$ cat src/rtl/mbp_defs.vh
// Purpose: Constants for the MAC back-off, retry, broadcast reject and pad strip block
// Assumes: 100 MHz system clock, 100 Mb/s medium, plain register port
// Notes:   All offsets, fields, reset values and timing counts live here
//
// Summary of operation
// - Broadcast reject set: received broadcast frames are discarded, never delivered.
// - Retries disabled: one attempt; on collision drop frame, move on, flag retry error.
// - Retries enabled: up to 16 attempts, then abandon frame and flag retry error.
// - Pad strip on, length field below 46: remove pad bytes and FCS.
// - Pad strip on, length field 46 or more: frame passes unchanged with FCS.
// - Pad strip off: every frame passes unmodified.
// - After collision wait r slot times, 0 <= r < 2^K, K = min(retries, 10).
// - Random back-off value comes from a 20-bit LFSR counter.
// - Load lowest K LFSR bits, count down once per slot time to zero.
// - Two-bit back-off limit field, bits 7-6, caps number of LFSR bits used.
// - Limit field caps bits: 00 gives 10, 01 gives 8, 10 gives 4, 11 gives 1.
`ifndef MBP_DEFS_VH
`define MBP_DEFS_VH

// Register offsets (word index on the plain port)
`define MBP_REG_CTRL        4'h0
`define MBP_REG_STATUS      4'h1
`define MBP_REG_MASK        4'h2
`define MBP_REG_STATE       4'h3
`define MBP_REG_LFSR        4'h4

// Control register fields
`define MBP_CTRL_RESET      32'h0000_0000
`define MBP_CTRL_BROADCAST_REJECT_BIT  11
`define MBP_CTRL_RETRY_BIT  10
`define MBP_CTRL_PAD_BIT    8
`define MBP_CTRL_BOL_HI     7
`define MBP_CTRL_BOL_LO     6

// Status / mask bits
`define MBP_ST_TX_DONE      0
`define MBP_ST_RETRY_ERR    1
`define MBP_ST_BROADCAST_REJECT_DROP   2
`define MBP_ST_COLL         3
`define MBP_ST_W            4

// Retry, back-off and pad strip figures
`define MBP_MAX_ATTEMPTS    5'd16
`define MBP_K_CAP           4'd10
`define MBP_LFSR_W          20
`define MBP_LFSR_SEED       20'h00001
`define MBP_MIN_LEN         16'd46
`define MBP_FCS_BYTES       5'd4
`define MBP_HDR_BYTES       16'd14

// Slot time: 512 bit times at 100 Mb/s = 5120 ns
`define MBP_SLOT_NS         5120
`define MBP_CLK_NS          10
`define MBP_SLOT_CYC        (`MBP_SLOT_NS / `MBP_CLK_NS)
// Last divider count of a slot, sized for the 13-bit divider
`define MBP_SLOT_LAST       13'd511

`endif

$ cat src/rtl/mbp_lfsr.v
// Purpose: 20-bit free-running LFSR, random source for collision back-off
// Assumes: One system clock, synchronous active-high reset
// Notes:   Taps 20,17 give a maximal sequence; all-zero state is never entered
`timescale 1ns/1ps
`include "mbp_defs.vh"

module mbp_lfsr (
  input  wire                    sys_clk_in, // System clock
  input  wire                    rst_in,     // Synchronous reset
  output wire [`MBP_LFSR_W-1:0]  value_out   // Current LFSR state
);

  reg [`MBP_LFSR_W-1:0] lfsr_q;

  // Advance every cycle so the draw depends on collision timing
  always @(posedge sys_clk_in)
  begin
    if (rst_in)
      lfsr_q <= `MBP_LFSR_SEED;
    else
      lfsr_q <= {lfsr_q[18:0], lfsr_q[19] ^ lfsr_q[16]};
  end

  assign value_out = lfsr_q;

endmodule

$ cat src/rtl/mbp_mac_ctrl.v
// Purpose: Transmit retry policy, collision back-off, broadcast reject and pad strip
// Assumes: Transmit engine and receive byte stream on the system clock
// Notes:   Receive path is a byte stream delayed seven cycles, rejected frames dropped whole
//
// The address-and-strobe port and the register offsets are this design's own decisions.
`timescale 1ns/1ps
`include "mbp_defs.vh"

module mbp_mac_ctrl (
  input  wire        sys_clk_in,      // System clock, 100 MHz
  input  wire        rst_in,          // Synchronous reset, active high
  // Register port
  input  wire [3:0]  reg_addr_in,     // Register word index
  input  wire [31:0] reg_wdata_in,    // Write data
  input  wire        reg_wr_in,       // Write strobe
  input  wire        reg_rd_in,       // Read strobe
  output wire [31:0] reg_rdata_out,   // Read data, cycle after strobe
  output wire        irq_out,         // Level interrupt
  // Transmit attempt handshake
  input  wire        tx_req_in,       // Frame queued for sending
  output wire        tx_start_out,    // Pulse: start an attempt
  input  wire        tx_done_in,      // Pulse: attempt finished cleanly
  input  wire        tx_coll_in,      // Pulse: attempt collided
  output wire        tx_next_out,     // Pulse: frame retired, fetch next
  output wire        tx_retry_err_out,// Pulse: frame abandoned
  output wire        backoff_out,     // Waiting in back-off
  // Receive byte stream in
  input  wire        rx_valid_in,     // Byte valid
  input  wire [7:0]  rx_data_in,      // Byte
  input  wire        rx_sof_in,       // First byte of frame
  input  wire        rx_eof_in,       // Last byte of frame
  // Receive byte stream out
  output wire        rx_valid_out,    // Byte valid
  output wire [7:0]  rx_data_out,     // Byte
  output wire        rx_sof_out,      // First delivered byte
  output wire        rx_eof_out       // Last delivered byte
);

  // Transmit states
  localparam [1:0] ST_IDLE = 2'd0;
  localparam [1:0] ST_SEND = 2'd1;
  localparam [1:0] ST_BACK = 2'd2;

  reg  [31:0]          ctrl_q;
  reg  [`MBP_ST_W-1:0] stat_q;
  reg  [`MBP_ST_W-1:0] stat_d;
  reg  [`MBP_ST_W-1:0] mask_q;
  reg  [31:0]          rdata_q;
  reg  [1:0]           state_q;
  reg  [4:0]           tries_q;
  reg                  start_q;
  reg                  next_q;
  reg                  err_q;
  reg                  bo_start_q;
  reg  [9:0]           bo_cnt_q;
  wire [19:0]          lfsr;
  wire                 bo_busy;
  wire                 bo_done;
  wire                 broadcast_reject_rej;
  wire                 retry_en;
  wire                 pad_en;
  wire [1:0]           bol_sel;

  assign broadcast_reject_rej = ctrl_q[`MBP_CTRL_BROADCAST_REJECT_BIT];
  assign retry_en  = ctrl_q[`MBP_CTRL_RETRY_BIT];
  assign pad_en    = ctrl_q[`MBP_CTRL_PAD_BIT];
  assign bol_sel   = ctrl_q[`MBP_CTRL_BOL_HI:`MBP_CTRL_BOL_LO];

  // Back-off exponent: min(retries, 10), then capped by the limit field
  function [3:0] bo_bits;
    input [4:0] tries;
    input [1:0] sel;
    reg   [3:0] k;
    reg   [3:0] cap;
    begin
      k = (tries > 5'd10) ? `MBP_K_CAP : tries[3:0];
      case (sel)
        2'b00:   cap = 4'd10;
        2'b01:   cap = 4'd8;
        2'b10:   cap = 4'd4;
        default: cap = 4'd1;
      endcase
      bo_bits = (k < cap) ? k : cap;
    end
  endfunction

  // Lowest K bits of the LFSR, so 0 <= r < 2^K
  function [9:0] low_bits;
    input [19:0] v;
    input [3:0]  n;
    begin
      low_bits = v[9:0] & ((10'h001 << n) - 10'h001);
    end
  endfunction

  mbp_lfsr mbp_lfsr_i (
    .sys_clk_in (sys_clk_in),
    .rst_in     (rst_in),
    .value_out  (lfsr)
  );

  mbp_slot_timer mbp_slot_timer_i (
    .sys_clk_in (sys_clk_in),
    .rst_in     (rst_in),
    .start_in   (bo_start_q),
    .count_in   (bo_cnt_q),
    .busy_out   (bo_busy),
    .done_out   (bo_done)
  );

  // Transmit attempt sequencer
  always @(posedge sys_clk_in)
  begin
    if (rst_in)
    begin
      state_q    <= ST_IDLE;
      tries_q    <= 5'd0;
      start_q    <= 1'b0;
      next_q     <= 1'b0;
      err_q      <= 1'b0;
      bo_start_q <= 1'b0;
      bo_cnt_q   <= 10'h000;
    end
    else
    begin
      start_q    <= 1'b0;
      next_q     <= 1'b0;
      err_q      <= 1'b0;
      bo_start_q <= 1'b0;
      case (state_q)
        ST_IDLE:
        begin
          if (tx_req_in && !next_q)
          begin
            tries_q <= 5'd1;
            start_q <= 1'b1;
            state_q <= ST_SEND;
          end
        end
        ST_SEND:
        begin
          if (tx_done_in)
          begin
            next_q  <= 1'b1;
            state_q <= ST_IDLE;
          end
          else if (tx_coll_in)
          begin
            if (!retry_en || tries_q == `MBP_MAX_ATTEMPTS)
            begin
              next_q  <= 1'b1;
              err_q   <= 1'b1;
              state_q <= ST_IDLE;
            end
            else
            begin
              bo_cnt_q   <= low_bits(lfsr, bo_bits(tries_q, bol_sel));
              bo_start_q <= 1'b1;
              state_q    <= ST_BACK;
            end
          end
        end
        ST_BACK:
        begin
          if (bo_done)
          begin
            tries_q <= tries_q + 5'd1;
            start_q <= 1'b1;
            state_q <= ST_SEND;
          end
        end
        default:
          state_q <= ST_IDLE;
      endcase
    end
  end

  assign tx_start_out     = start_q;
  assign tx_next_out      = next_q;
  assign tx_retry_err_out = err_q;
  assign backoff_out      = bo_busy;

  // Receive path: six-stage delay so the whole destination is seen before byte 0 leaves
  reg  [5:0]  pv_q;
  reg  [5:0]  ps_q;
  reg  [5:0]  pe_q;
  reg  [7:0]  pd_q [0:5];
  reg  [15:0] rx_idx_q;
  reg         rx_drop_q;
  reg         rx_strip_q;
  reg  [15:0] rx_keep_q;
  reg  [7:0]  rx_len_hi_q;
  reg         ov_q;
  reg  [7:0]  od_q;
  reg         osof_q;
  reg         oeof_q;
  reg         bc_evt_q;
  wire [15:0] idx;
  wire        all_ff;
  wire        drop;
  wire [15:0] len_val;
  wire        len_short;
  wire        pass;
  wire        cut_end;
  integer     i;

  // Oldest stage is the byte being judged; a start byte restarts the position
  assign idx       = ps_q[5] ? 16'h0000 : rx_idx_q;
  // Limitation: the six destination bytes must arrive back to back
  assign all_ff    = (&pv_q) && (pd_q[0] == 8'hff) && (pd_q[1] == 8'hff) && (pd_q[2] == 8'hff)
                     && (pd_q[3] == 8'hff) && (pd_q[4] == 8'hff) && (pd_q[5] == 8'hff);
  assign drop      = ps_q[5] ? (broadcast_reject_rej && all_ff) : rx_drop_q;
  // Length field is bytes 12 and 13, judged as byte 13 leaves
  assign len_val   = {rx_len_hi_q, pd_q[5]};
  assign len_short = pad_en && (idx == 16'd13) && (len_val < `MBP_MIN_LEN);

  // Byte is delivered if the frame is kept and lies inside the kept length
  assign pass      = !drop && (!rx_strip_q || idx < rx_keep_q);
  // A zero length ends the frame on the length field itself
  assign cut_end   = (rx_strip_q && idx == rx_keep_q - 16'h0001) || (len_short && len_val == 16'h0000);

  // Delay line shifts every cycle, so a frame's tail drains without more input
  always @(posedge sys_clk_in)
  begin
    if (rst_in)
    begin
      pv_q <= 6'h00;
      ps_q <= 6'h00;
      pe_q <= 6'h00;
      for (i = 0; i < 6; i = i + 1)
        pd_q[i] <= 8'h00;
    end
    else
    begin
      pv_q    <= {pv_q[4:0], rx_valid_in};
      ps_q    <= {ps_q[4:0], rx_valid_in && rx_sof_in};
      pe_q    <= {pe_q[4:0], rx_valid_in && rx_eof_in};
      pd_q[0] <= rx_data_in;
      for (i = 1; i < 6; i = i + 1)
        pd_q[i] <= pd_q[i - 1];
    end
  end

  // Output stage: the verdict is kept per frame, so a following frame cannot disturb a tail
  always @(posedge sys_clk_in)
  begin
    if (rst_in)
    begin
      rx_idx_q    <= 16'h0000;
      rx_drop_q   <= 1'b0;
      rx_strip_q  <= 1'b0;
      rx_keep_q   <= 16'hffff;
      rx_len_hi_q <= 8'h00;
      ov_q        <= 1'b0;
      od_q        <= 8'h00;
      osof_q      <= 1'b0;
      oeof_q      <= 1'b0;
      bc_evt_q    <= 1'b0;
    end
    else
    begin
      ov_q     <= 1'b0;
      osof_q   <= 1'b0;
      oeof_q   <= 1'b0;
      bc_evt_q <= 1'b0;
      if (pv_q[5])
      begin
        rx_idx_q <= idx + 16'h0001;
        if (ps_q[5])
        begin
          rx_drop_q  <= drop;
          bc_evt_q   <= drop;
          rx_strip_q <= 1'b0;
          rx_keep_q  <= 16'hffff;
        end
        if (idx == 16'd12)
          rx_len_hi_q <= pd_q[5];
        // Short length field: trim pad and FCS, else keep the whole frame
        if (len_short)
        begin
          rx_strip_q <= 1'b1;
          rx_keep_q  <= `MBP_HDR_BYTES + len_val;
        end
        if (pass)
        begin
          ov_q   <= 1'b1;
          od_q   <= pd_q[5];
          osof_q <= ps_q[5];
          oeof_q <= pe_q[5] || cut_end;
        end
      end
    end
  end

  assign rx_valid_out = ov_q;
  assign rx_data_out  = od_q;
  assign rx_sof_out   = osof_q;
  assign rx_eof_out   = oeof_q;

  // Sticky status, set wins over write-one-to-clear
  always @*
  begin
    stat_d = stat_q;
    if (reg_wr_in && reg_addr_in == `MBP_REG_STATUS)
      stat_d = stat_q & ~reg_wdata_in[`MBP_ST_W-1:0];
    if (next_q && !err_q)
      stat_d[`MBP_ST_TX_DONE] = 1'b1;
    if (err_q)
      stat_d[`MBP_ST_RETRY_ERR] = 1'b1;
    if (bc_evt_q)
      stat_d[`MBP_ST_BROADCAST_REJECT_DROP] = 1'b1;
    if (bo_start_q)
      stat_d[`MBP_ST_COLL] = 1'b1;
  end

  // Register writes and registered read data
  always @(posedge sys_clk_in)
  begin
    if (rst_in)
    begin
      ctrl_q  <= `MBP_CTRL_RESET;
      stat_q  <= {`MBP_ST_W{1'b0}};
      mask_q  <= {`MBP_ST_W{1'b0}};
      rdata_q <= 32'h0000_0000;
    end
    else
    begin
      stat_q <= stat_d;
      if (reg_wr_in && reg_addr_in == `MBP_REG_CTRL)
        ctrl_q <= reg_wdata_in & 32'h0000_0dc0;
      if (reg_wr_in && reg_addr_in == `MBP_REG_MASK)
        mask_q <= reg_wdata_in[`MBP_ST_W-1:0];
      rdata_q <= 32'h0000_0000;
      if (reg_rd_in)
      begin
        case (reg_addr_in)
          `MBP_REG_CTRL:   rdata_q <= ctrl_q;
          `MBP_REG_STATUS: rdata_q <= {28'h0000000, stat_q};
          `MBP_REG_MASK:   rdata_q <= {28'h0000000, mask_q};
          `MBP_REG_STATE:  rdata_q <= {16'h0000, bo_cnt_q, tries_q, bo_busy};
          `MBP_REG_LFSR:   rdata_q <= {12'h000, lfsr};
          default:         rdata_q <= 32'h0000_0000;
        endcase
      end
    end
  end

  assign reg_rdata_out = rdata_q;
  assign irq_out       = |(stat_q & mask_q);

endmodule

$ cat src/rtl/mbp_slot_timer.v
// Purpose: Slot-time tick divider and back-off countdown
// Assumes: start_in pulses with a loaded count; tick is a one-cycle enable
// Notes:   A zero count finishes one cycle after start, with no slot wait
`timescale 1ns/1ps
`include "mbp_defs.vh"

module mbp_slot_timer (
  input  wire        sys_clk_in, // System clock
  input  wire        rst_in,     // Synchronous reset
  input  wire        start_in,   // Load count and begin waiting
  input  wire [9:0]  count_in,   // Slot times to wait
  output wire        busy_out,   // Waiting
  output wire        done_out    // One-cycle pulse when wait ends
);

  reg  [12:0] div_q;
  reg  [9:0]  cnt_q;
  reg         busy_q;
  reg         done_q;
  wire        tick;

  // Slot divider restarts on start so the first slot is a full one
  assign tick = (div_q == `MBP_SLOT_LAST);

  always @(posedge sys_clk_in)
  begin
    if (rst_in)
      div_q <= 13'h0000;
    else if (start_in || tick)
      div_q <= 13'h0000;
    else
      div_q <= div_q + 13'h0001;
  end

  // Countdown: one decrement per slot time until zero
  always @(posedge sys_clk_in)
  begin
    if (rst_in)
    begin
      cnt_q  <= 10'h000;
      busy_q <= 1'b0;
      done_q <= 1'b0;
    end
    else
    begin
      done_q <= 1'b0;
      if (start_in)
      begin
        cnt_q  <= count_in;
        busy_q <= 1'b1;
      end
      else if (busy_q && cnt_q == 10'h000)
      begin
        busy_q <= 1'b0;
        done_q <= 1'b1;
      end
      else if (busy_q && tick)
        cnt_q <= cnt_q - 10'h001;
    end
  end

  assign busy_out = busy_q;
  assign done_out = done_q;

endmodule

$ cat config.mk
export PLATFORM = sky130hd
export DESIGN_NAME = mbp_mac_ctrl
export DESIGN_NICKNAME = d
export VERILOG_FILES = /design/src/rtl/mbp_lfsr.v /design/src/rtl/mbp_mac_ctrl.v /design/src/rtl/mbp_slot_timer.v
export VERILOG_INCLUDE_DIRS = /design/src /design/src/rtl
export SDC_FILE = /design/constraint.sdc
export NUM_CORES = 1
export LEC_CHECK = 0
export BUFFER_PORTS_ARGS = -buffer_cell sky130_fd_sc_hd__clkbuf_2
export CAP_MARGIN = 20
export CELL_PAD_IN_SITES_DETAIL_PLACEMENT = 0
export CELL_PAD_IN_SITES_GLOBAL_PLACEMENT = 1
export CORE_ASPECT_RATIO = 0.5
export CORE_MARGIN = 2
export CORE_UTILIZATION = 35
export CTS_CLUSTER_DIAMETER = 30
export DETAILED_ROUTE_END_ITERATION = 12
export PLACE_DENSITY = 0.66
export RECOVER_POWER = 50
export SLEW_MARGIN = 20
export SYNTH_ARGS = -nofsm -noshare
export SYNTH_HDL_FRONTEND = slang
export SYNTH_HIERARCHICAL = 1
export SYNTH_SLANG_ARGS = --single-unit
$ cat constraint.sdc
create_clock -name sys_clk_in -period 4.05 [get_ports sys_clk_in]
set_clock_uncertainty 0.1 [all_clocks]
set_input_delay 1.215 -clock sys_clk_in [delete_from_list [all_inputs] [get_ports sys_clk_in]]
set_output_delay 1.215 -clock sys_clk_in [all_outputs]
set_load 0.02 [all_outputs]
# == Word-level counts from Yosys, hierarchy flattened ==
# Memory sizes are Yosys's and may differ from the RTL's.
# Index checks and enable logic that the tools add are counted.
# totals
ram_bits,48
out_inout_bits,48
elab_cells,202
regBits,183
mem_count,1
inputBits,54
# classes
eq_ne,23
n_reduce_logical,63
shifts,1
n_addsub,7
muxes,52
order_cmp,4
bitwise,19
# memory_table
memory,depth,width,rd,rd_clocked_by_memory_dff,write_ports,line,source
pd_q,6,8,6,0,6,mbp_mac_ctrl.v:187,reg [7:0] pd_q [0:5];
# op_table
cell,count
$pmux W20 S5,1
$eq A8 B8 Y1 const B,6
$mux W16,3
$mux W8,6
$eq A16 B4 Y1 const B,2
$mux W4,8
$mux W10,3
$logic_and A1 B1 Y1,21
$mux W1,20
$sub A10 B1 Y10 const B,2
$add A16 B1 Y16 const B,1
$add A4 B16 Y16 const A,1
$eq A16 B16 Y1,1
$logic_not A16 Y1,1
$lt A16 B16 Y1,1
$lt A16 B6 Y1 const B,1
$reduce_bool A2 Y1,8
$sub A16 B1 Y16 const B,1
$add A13 B1 Y13 const B,1
$eq A13 B9 Y1 const B,1
$pmux W4 S3,1
$and A10 B10 Y10,1
$logic_not A10 Y1,1
$mux W2,5
33 further kinds,72

# == Depth between registers and ports, before layout ==
# Gate-level depths: netlist of run 1.
# An unclocked memory read counts as a cell.
# depth
word_depth,14
ltp_mapped,16
ltp_nobuf,14

# == Cells and area by module ==
# The synthesis of run 1 kept the hierarchy.
# by_module_without_submodules
mod,cells_each,n_inst,area_per_inst_um2,seq_area_each_um2
mbp_mac_ctrl,854,1,7807.5,3483.3
mbp_slot_timer,161,1,1361.3,500.5
mbp_lfsr,43,1,546.8,400.4

# == Worst setup path before layout of run 1 ==
# OpenSTA, ideal clock, no wires.
# synth_path
kind,flip-flop to flip-flop
start,reg tries_q[3]
end,reg bo_cnt_q[6]
path_buffers,2
setup_time_ps,96
arrival_ps,3018
path_stages_with_launch,16
period_less_slack_ps,3214
t_required_ps,3854
path_slack_ps,836
path_cell_list,dfxtp_1 > buf_6 > nor2_1 > inv_1 > ha_1 > a21oi_2 > nand4b_1 > a2bb2oi_4 > mux2i_4 > nand4b_1 > ha_1 > buf_2 > nor3_1 > a21oi_1 > o32a_1 > o41ai_2
# synth_between
elab_chain_cells,7
word_cells_on_any_way,11
classes_between,add/sub: 1; order compare: 2; eq/ne: 1; shift: 1; mux: 2; bitwise: 2; reduce/logical: 2
# synth_rtl
element,line,source
from (decl),mbp_mac_ctrl.v:50,reg [4:0] tries_q;
from (signal assigned),mbp_mac_ctrl.v:167,tries_q <= tries_q + 5'd1;
$gt A5 B4 Y1,mbp_mac_ctrl.v:76,k = (tries > 5'd10) ? `MBP_K_CAP : tries[3:0];
$mux W4,mbp_mac_ctrl.v:76,
$lt A4 B4 Y1,mbp_mac_ctrl.v:83,bo_bits = (k < cap) ? k : cap;
$mux W4,mbp_mac_ctrl.v:83,
$shl A1 B4 Y10,mbp_mac_ctrl.v:92,low_bits = v[9:0] & ((10'h001 << n) - 10'h001);
$sub A10 B1 Y10,mbp_mac_ctrl.v:92,
$and A10 B10 Y10,mbp_mac_ctrl.v:92,
to (signal assigned),mbp_mac_ctrl.v:157,"bo_cnt_q <= low_bits(lfsr, bo_bits(tries_q, bol_sel));"
to (decl),mbp_mac_ctrl.v:55,reg [9:0] bo_cnt_q;
# Several ways; a longest one is shown, not always the timed one.
# A chain may end at the register's enable or synchronous reset.

# == Final worst setup path of run 1 ==
# layout_path
start,in rst_in
end,reg rx_keep_q[12]
# layout_rtl
element,line,source
from (decl),mbp_mac_ctrl.v:11,"input wire rst_in,"
to (signal assigned),mbp_mac_ctrl.v:282,rx_keep_q <= `MBP_HDR_BYTES + len_val;
to (decl),mbp_mac_ctrl.v:191,reg [15:0] rx_keep_q;
# No word-level cell between the ends.

==> impl_metrics.env, run 1 <==
export IMPL_synth_async_reset_ratio_pct=0
export IMPL_synth_most_common_cell="dfxtp_1"
export IMPL_max_stage_delay_ps=1260
export IMPL_p_leak_nw=4.62
export IMPL_drt_pass1_iter_count=7
export IMPL_htreeDepth=2
export IMPL_fin_ws_ps=451
export IMPL_path_max_fanout=87
export IMPL_cts_tree="yes"
export IMPL_ir_drop_mv=0.212
export IMPL_yosys_area_share_simple_pct=26.8
export IMPL_cpMostUsedCell="buf_4"
export IMPL_place_ws_ps=570
export IMPL_drc=0
export IMPL_synthXorXnorAreaFrac_pct=4.78
export IMPL_period_needed_ps=3600
export IMPL_place_congestion=0.809
export IMPL_numClockSinks=219
export IMPL_worstHoldPathCells=1
export IMPL_syn_to_final_growth_pct=18.5
export IMPL_crit_family="buffers and inverters"
export IMPL_ys_flop_type="dfxtp_1"
export IMPL_cp_arrival_ps=3910
export IMPL_drv_cap=1
export IMPL_fp_coreArea_um2=27500
export IMPL_worst_path_max_delay_cell="clkbuf_2"
export IMPL_violations="capacitance limit, slew limit"
export IMPL_grt_usage_pct=16.0
export IMPL_cp_cell_sequence="clkbuf_2, buf_4, buf_4, o21bai_1"
export IMPL_viasPerCell=4.92
export IMPL_clockBufferDepth=3
export IMPL_grt_pass1_wl_mm=37.3
export IMPL_routed_wl_mm=22.9
export IMPL_max_freq_mhz=278
export IMPL_synthCells=1058
export IMPL_cts_hold_buf=0
export IMPL_total_power_mw=5.35
export IMPL_floorplan_initialDensity_pct=35.3
export IMPL_ys_warn_count=6
export IMPL_sw_frac_of_total_pct=21.3
export IMPL_holdCritStartpoint="ps_q[0]"
export IMPL_insertion_delay_ps=500
export IMPL_switchingPower_mw=1.14
export IMPL_seqPwrFrac_pct=41.2
export IMPL_relSlewSlack_pct=-19.7
export IMPL_dr_first_iter_drc_count=360
export IMPL_seq_area_frac_synth_pct=45.1
export IMPL_dp_hpwl_mm=16.3
export IMPL_finalCritPeriodShare_pct=88.9
export IMPL_synthAdderAreaFrac_pct=3.99
export IMPL_antennaDiodeCount=0
export IMPL_reg2reg_to="bo_cnt_q[6]"
export IMPL_synth_compound_area_share_pct=10.9
export IMPL_power_frac_clock_pct=56.2
export IMPL_io_pins=102
export IMPL_synth_cell_types=81
export IMPL_maxSlewViolCount=88
export IMPL_rsz0062_at_grt="no"
export IMPL_grt_overflow_total=0
export IMPL_first_global_vias=7270
export IMPL_die_w_um=240
export IMPL_die_area_um2=29200
export IMPL_grt_max_degree=88
export IMPL_start_kind="primary input"
export IMPL_yosys_top_cells_area="dfxtp_1 (45%), nor2b_1 (7.0%), nor2_1 (4.3%), ha_1 (4.0%), xnor2_1 (3.0%)"
export IMPL_reg2regPathDepth=14
export IMPL_synth_edf_count=0
export IMPL_synth_top_cells_by_count="dfxtp_1 (219), nor2_1 (112), nor2b_1 (109)"
export IMPL_stdcell_count=1526
export IMPL_rows=43
export IMPL_ctsRootBufferMaster="clkbuf_16"
export IMPL_wire_per_inst_um=15.0
export IMPL_yosys_area_top_type="dfxtp_1"
export IMPL_antenna_found_initial=0
export IMPL_min_to="ps_q[1]"
export IMPL_dp_cells=1465
export IMPL_synthMuxAreaShare_pct=3.63
export IMPL_drive_above_1_share_pct=13.4
export IMPL_syn_avg_cell_area_um2=9.18
export IMPL_p_int_mw=4.21
export IMPL_post_cts_resized=0
export IMPL_critPathBufInv=3
export IMPL_num_vias=7502
export IMPL_postCtsSetupBuffers=0
export IMPL_die_h_um=122
export IMPL_synth_seq_cells=219
export IMPL_cts_clk_slew_worst_paths_ps=50
export IMPL_synth_top_family_by_area="simple AND/OR/NAND/NOR gates"
export IMPL_critPathRequiredTime_ps=4360
export IMPL_r2r_setup_slack_ps=520
export IMPL_hold_class="flop to flop"
export IMPL_outcome="complete, but fails checks"
export IMPL_finalSetupViolCount=0
export IMPL_r2r_start="tries_q[3]"
export IMPL_combinationalPowerShare_pct=2.7
export IMPL_tightest_slew_ps=1800
export IMPL_numCtsBuffers=35
export IMPL_setup_worst_path_end_class="flop"
export IMPL_postRouteAntennaNets=0
export IMPL_crit_type="primary input to flop"
export IMPL_synth_top_area_share_pct=45.1
export IMPL_fin_tns_setup_ps=0
export IMPL_finalHoldViolations=0
export IMPL_port_buffers=66
export IMPL_hold_ws_ps=333
export IMPL_p_per_area_nw_per_um2=465
export IMPL_syn_area_um2=9720
export IMPL_nNetsFinal=1205
-- metrics by stage --
step           instance area [µm²]  utilization (%)
2_1_floorplan                 9760                -
6_report                     11500             41.9
5_1_grt                      11500             41.9
3_3_place_gp                 10300             37.6
4_1_cts                      11500             42.0
3_5_place_dp                 10300             37.6
-- layout make-up --
| cell class | count | area [µm²] |
|---|---|---|
| clock buffer | 42 | 975 |
| clock inverter | 19 | 229 |
| fill | 2727 | 16000 |
| inverter | 42 | 158 |
| multi-input combinational | 748 | 4910 |
| sequential | 219 | 4380 |
| tap | 382 | 478 |
| timing repair buffer | 74 | 377 |
-- registers in the layout, summed over array words and instances (netlist names), 2 cells and up --
name / flops
mbp_slot_timer_i/div_q: 13
reg_rdata_out: 20
tries_q: 5
mbp_slot_timer_i/cnt_q: 10
ctrl_q: 5
stat_q: 4
pd_q: 48
pe_q: 6
mask_q: 4
bo_cnt_q: 10
rx_idx_q: 16
rx_data_out: 8
rx_len_hi_q: 8
pv_q: 6
ps_q: 6
state_q: 2
mbp_lfsr_i/value_out: 20
rx_keep_q: 16
-- cell usage in the layout, fill, tap and decap left out, types with 6 or more instances in the layout --
| cell | count |
|---|---|
| xor2_1 | 20 |
| nor3b_1 | 7 |
| nand4_1 | 28 |
| nand3_1 | 33 |
| nand3b_1 | 8 |
| and3_1 | 17 |
| dfxtp_1 | 219 |
| and2_1 | 7 |
| ha_1 | 31 |
| a22oi_1 | 18 |
| nand2b_1 | 9 |
| inv_1 | 40 |
| nand2_1 | 66 |
| clkbuf_1 | 13 |
| conb_1 | 12 |
| buf_4 | 8 |
| nor2b_1 | 109 |
| nor3_1 | 24 |
| xnor2_1 | 33 |
| and4_1 | 7 |
| o21ai_0 | 12 |
| clkbuf_2 | 55 |
| a21oi_1 | 33 |
| nor4_1 | 18 |
| mux2i_1 | 27 |
| clkbuf_16 | 37 |
| nor2_1 | 112 |
| o211ai_1 | 6 |
| o21bai_1 | 13 |
| clkinvlp_4 | 6 |
-- how the worst max path moves through the flow --
stage | from | endpoint | slack (ps) | cells after the start
2_1_floorplan | tries_q[3] | bo_cnt_q[6] | 840 | 15
3_3_place_gp | tries_q[3] | bo_cnt_q[6] | 640 | 14
3_5_place_dp | tries_q[3] | bo_cnt_q[6] | 570 | 14
4_1_cts | tries_q[3] | bo_cnt_q[6] | 530 | 14
5_1_grt | tries_q[3] | bo_cnt_q[6] | 150 | 14
6_report | rst_in | rx_keep_q[12] | 450 | 4
-- layer usage --
layer | GRT usage [%] | up-vias | part of all wire, %
met5 | 0 | - | 0
met4 | 4.84 | 0 | 1.8
met3 | 3.33 | 35 | 3.3
met2 | 27.0 | 92 | 47
met1 | 20.7 | 3581 | 48
li1 | - | 3794 | -
-- kinds of logic (layout without fill, tap and decap cells) --
group                    count (synthesis)  count (layout)
AND/OR/NAND/NOR                        476             476
flip-flops                             219             219
AO/OA/AOI/OAI                          143             143
buffers and inverters                  102             177
XOR/XNOR                                53              53
multiplexers                            33              33
adder cells (fa/ha/maj)                 31              31
other                                    1              12
-- power groups by stage --
| stage | Clock, mW | Sequential [mW] | Combinational (mW) |
|---|---|---|---|
| 2_1_floorplan | 0 | 2.24 | 0.109 |
| 3_3_place_gp | 0 | 2.25 | 0.143 |
| 3_5_place_dp | 0 | 2.25 | 0.145 |
| 4_1_cts | 3.08 | 2.20 | 0.145 |
| 5_1_grt | 3.19 | 2.20 | 0.161 |
| 6_report | 3.00 | 2.20 | 0.143 |
Power figures use the tool's default switching activity.
==> run 2: changes to the inputs <==
--- a/config.mk
+++ b/config.mk
@@ -12,10 +12,10 @@
 export CELL_PAD_IN_SITES_GLOBAL_PLACEMENT = 1
 export CORE_ASPECT_RATIO = 0.5
 export CORE_MARGIN = 2
-export CORE_UTILIZATION = 35
+export CORE_UTILIZATION = 30
 export CTS_CLUSTER_DIAMETER = 30
 export DETAILED_ROUTE_END_ITERATION = 12
-export PLACE_DENSITY = 0.66
+export PLACE_DENSITY = 0.59
 export RECOVER_POWER = 50
 export SLEW_MARGIN = 20
 export SYNTH_ARGS = -nofsm -noshare
==> run 2 against run 1 <==
The run now ends clean. Fmax rose by 1.2%. First-iteration DRC count grew 7.5%. Flip-flop and latch count unchanged. Via count decreased by 0.15%. Design area rose by 1.4%. Critical path depth grew 10.
==> impl_metrics.env, run 2 (synthesis gave the netlist of run 1 again) <==
export IMPL_ir_drop_mv=0.248
export IMPL_critPathRequiredTime_ps=4360
export IMPL_fin_tns_setup_ps=0
export IMPL_place_congestion=0.815
export IMPL_layout_commonest_cell="dfxtp_1"
export IMPL_wire_per_inst_um=15.2
export IMPL_period_needed_ps=3560
export IMPL_dp_cells=1514
export IMPL_mostFrequentLayoutCells="dfxtp_1 (219), nor2_1 (112), nor2b_1 (109), nand2_1 (66), clkbuf_2 (64)"
export IMPL_drv_cap=0
export IMPL_top_register="pd_q"
export IMPL_die_h_um=131
export IMPL_outcome="completed"
export IMPL_antennaDiodeCount=0
export IMPL_place_area_um2=10400
export IMPL_postCtsSetupBuffers=0
export IMPL_cts_tree="yes"
export IMPL_hold_class="flop to flop"
export IMPL_worstHoldPathCells=1
export IMPL_place_ws_ps=531
export IMPL_drc=0
export IMPL_htreeDepth=2
export IMPL_cts_hold_buf=0
export IMPL_drt_pass1_iter_count=4
export IMPL_start_kind="flop"
export IMPL_design_area_um2=11700
export IMPL_antenna_found_initial=0
export IMPL_hold_ws_ps=320
export IMPL_cp_arrival_ps=3870
export IMPL_rsz0062_at_grt="no"
export IMPL_insertion_delay_ps=520
export IMPL_relSlewSlack_pct=7.52
export IMPL_clockBufferDepth=3
export IMPL_finalHoldViolations=0
export IMPL_ctsRootBufferMaster="clkbuf_16"
export IMPL_numCtsBuffers=39
export IMPL_nNetsFinal=1208
export IMPL_port_buffers=66
export IMPL_first_global_vias=7427
export IMPL_drive_above_1_share_pct=14.9
export IMPL_p_leak_nw=4.71
export IMPL_finalCritPeriodShare_pct=87.8
export IMPL_grt_usage_pct=14.2
export IMPL_dr_first_iter_drc_count=387
export IMPL_grt_max_degree=130
export IMPL_stdcell_count=1584
export IMPL_rows=46
export IMPL_setup_worst_path_end_class="flop"
export IMPL_fin_ws_ps=495
export IMPL_routed_wl_mm=24.0
export IMPL_dp_hpwl_mm=17.0
export IMPL_numClockSinks=219
export IMPL_syn_to_final_growth_pct=20.2
export IMPL_crit_type="flop to flop"
export IMPL_largest_reg_flops=48
export IMPL_fp_coreArea_um2=31800
export IMPL_num_vias=7491
export IMPL_reg2regPathDepth=14
export IMPL_cts_clk_slew_worst_paths_ps=60
export IMPL_postRouteAntennaNets=0
export IMPL_grt_pass1_wl_mm=39.2
export IMPL_maxSlewViolCount=0
export IMPL_path_max_fanout=10
export IMPL_die_area_um2=33900
export IMPL_post_cts_resized=0
export IMPL_max_freq_mhz=281
export IMPL_finalSetupViolCount=0
export IMPL_viasPerCell=4.73
export IMPL_die_w_um=259
export IMPL_tightest_slew_ps=1390
export IMPL_grt_overflow_total=0
export IMPL_io_pins=102
export IMPL_p_per_area_nw_per_um2=472
export IMPL_floorplan_initialDensity_pct=30.6
==> run 2: cell count changes in the layout (fill, tap and decap cells not counted), moves of 3 or more <==
| cell | change |
|---|---|
| clkbuf_16 | +4 |
| clkinvlp_4 | -3 |
| inv_8 | +3 |
| bufinv_16 | -3 |
| inv_6 | +8 |
| clkbuf_1 | -10 |
| clkbuf_2 | +9 |
==> run 2: worst max-delay path, stage by stage (launching register included) <==
cell	delay [ps]
dfxtp_1	470
nor2_1	100
nand2_1	140
inv_1	70
ha_1	210
a21oi_2	280
nand4b_1	210
a2bb2oi_4	210
mux2i_4	320
nand3_1	160
ha_1	330
nor3_1	290
a21oi_1	70
o32a_1	310
o41ai_2	190
==> run 2: worst paths after layout <==
path                            startpoint           to  slack [ps]
worst min register to register     ps_q[2]      ps_q[3]         320
worst max register to register  tries_q[3]  bo_cnt_q[6]         490
worst max-delay path            tries_q[3]  bo_cnt_q[6]         490
worst min-delay path               ps_q[2]      ps_q[3]         320
==> run 2: layout make-up <==
class	instances	area (µm²)
clock buffer	45	1060
clock inverter	25	225
fill	3263	20100
inverter	42	158
multi-input combinational	748	4920
sequential	219	4380
tap	432	541
timing repair buffer	73	388
==> run 2: metrics by stage <==
stage | power (mW) | util [%]
finish | 5.51 | 36.8
global placement | 2.39 | 32.7
global route | 5.74 | 36.8
detailed placement | 2.39 | 32.7
CTS | 5.61 | 36.8
floorplan | 2.35 | -
==> run 2: layer usage <==
layer	track usage (%)	vias up	wire length, µm
met5	0	-	0
met4	4.34	0	438
met3	3.26	34	921
met2	23.4	111	11400
met1	18.6	3529	11300
li1	-	3817	-
==> run 2: power breakdown <==
part           leakage (nW)  internal [mW]  switching [mW]  total, mW
Combinational          2.30         0.0507          0.0937      0.144
Sequential             1.77           2.18          0.0179       2.20
Clock                 0.632           1.99            1.18       3.17
Total                  4.71           4.22            1.29       5.51
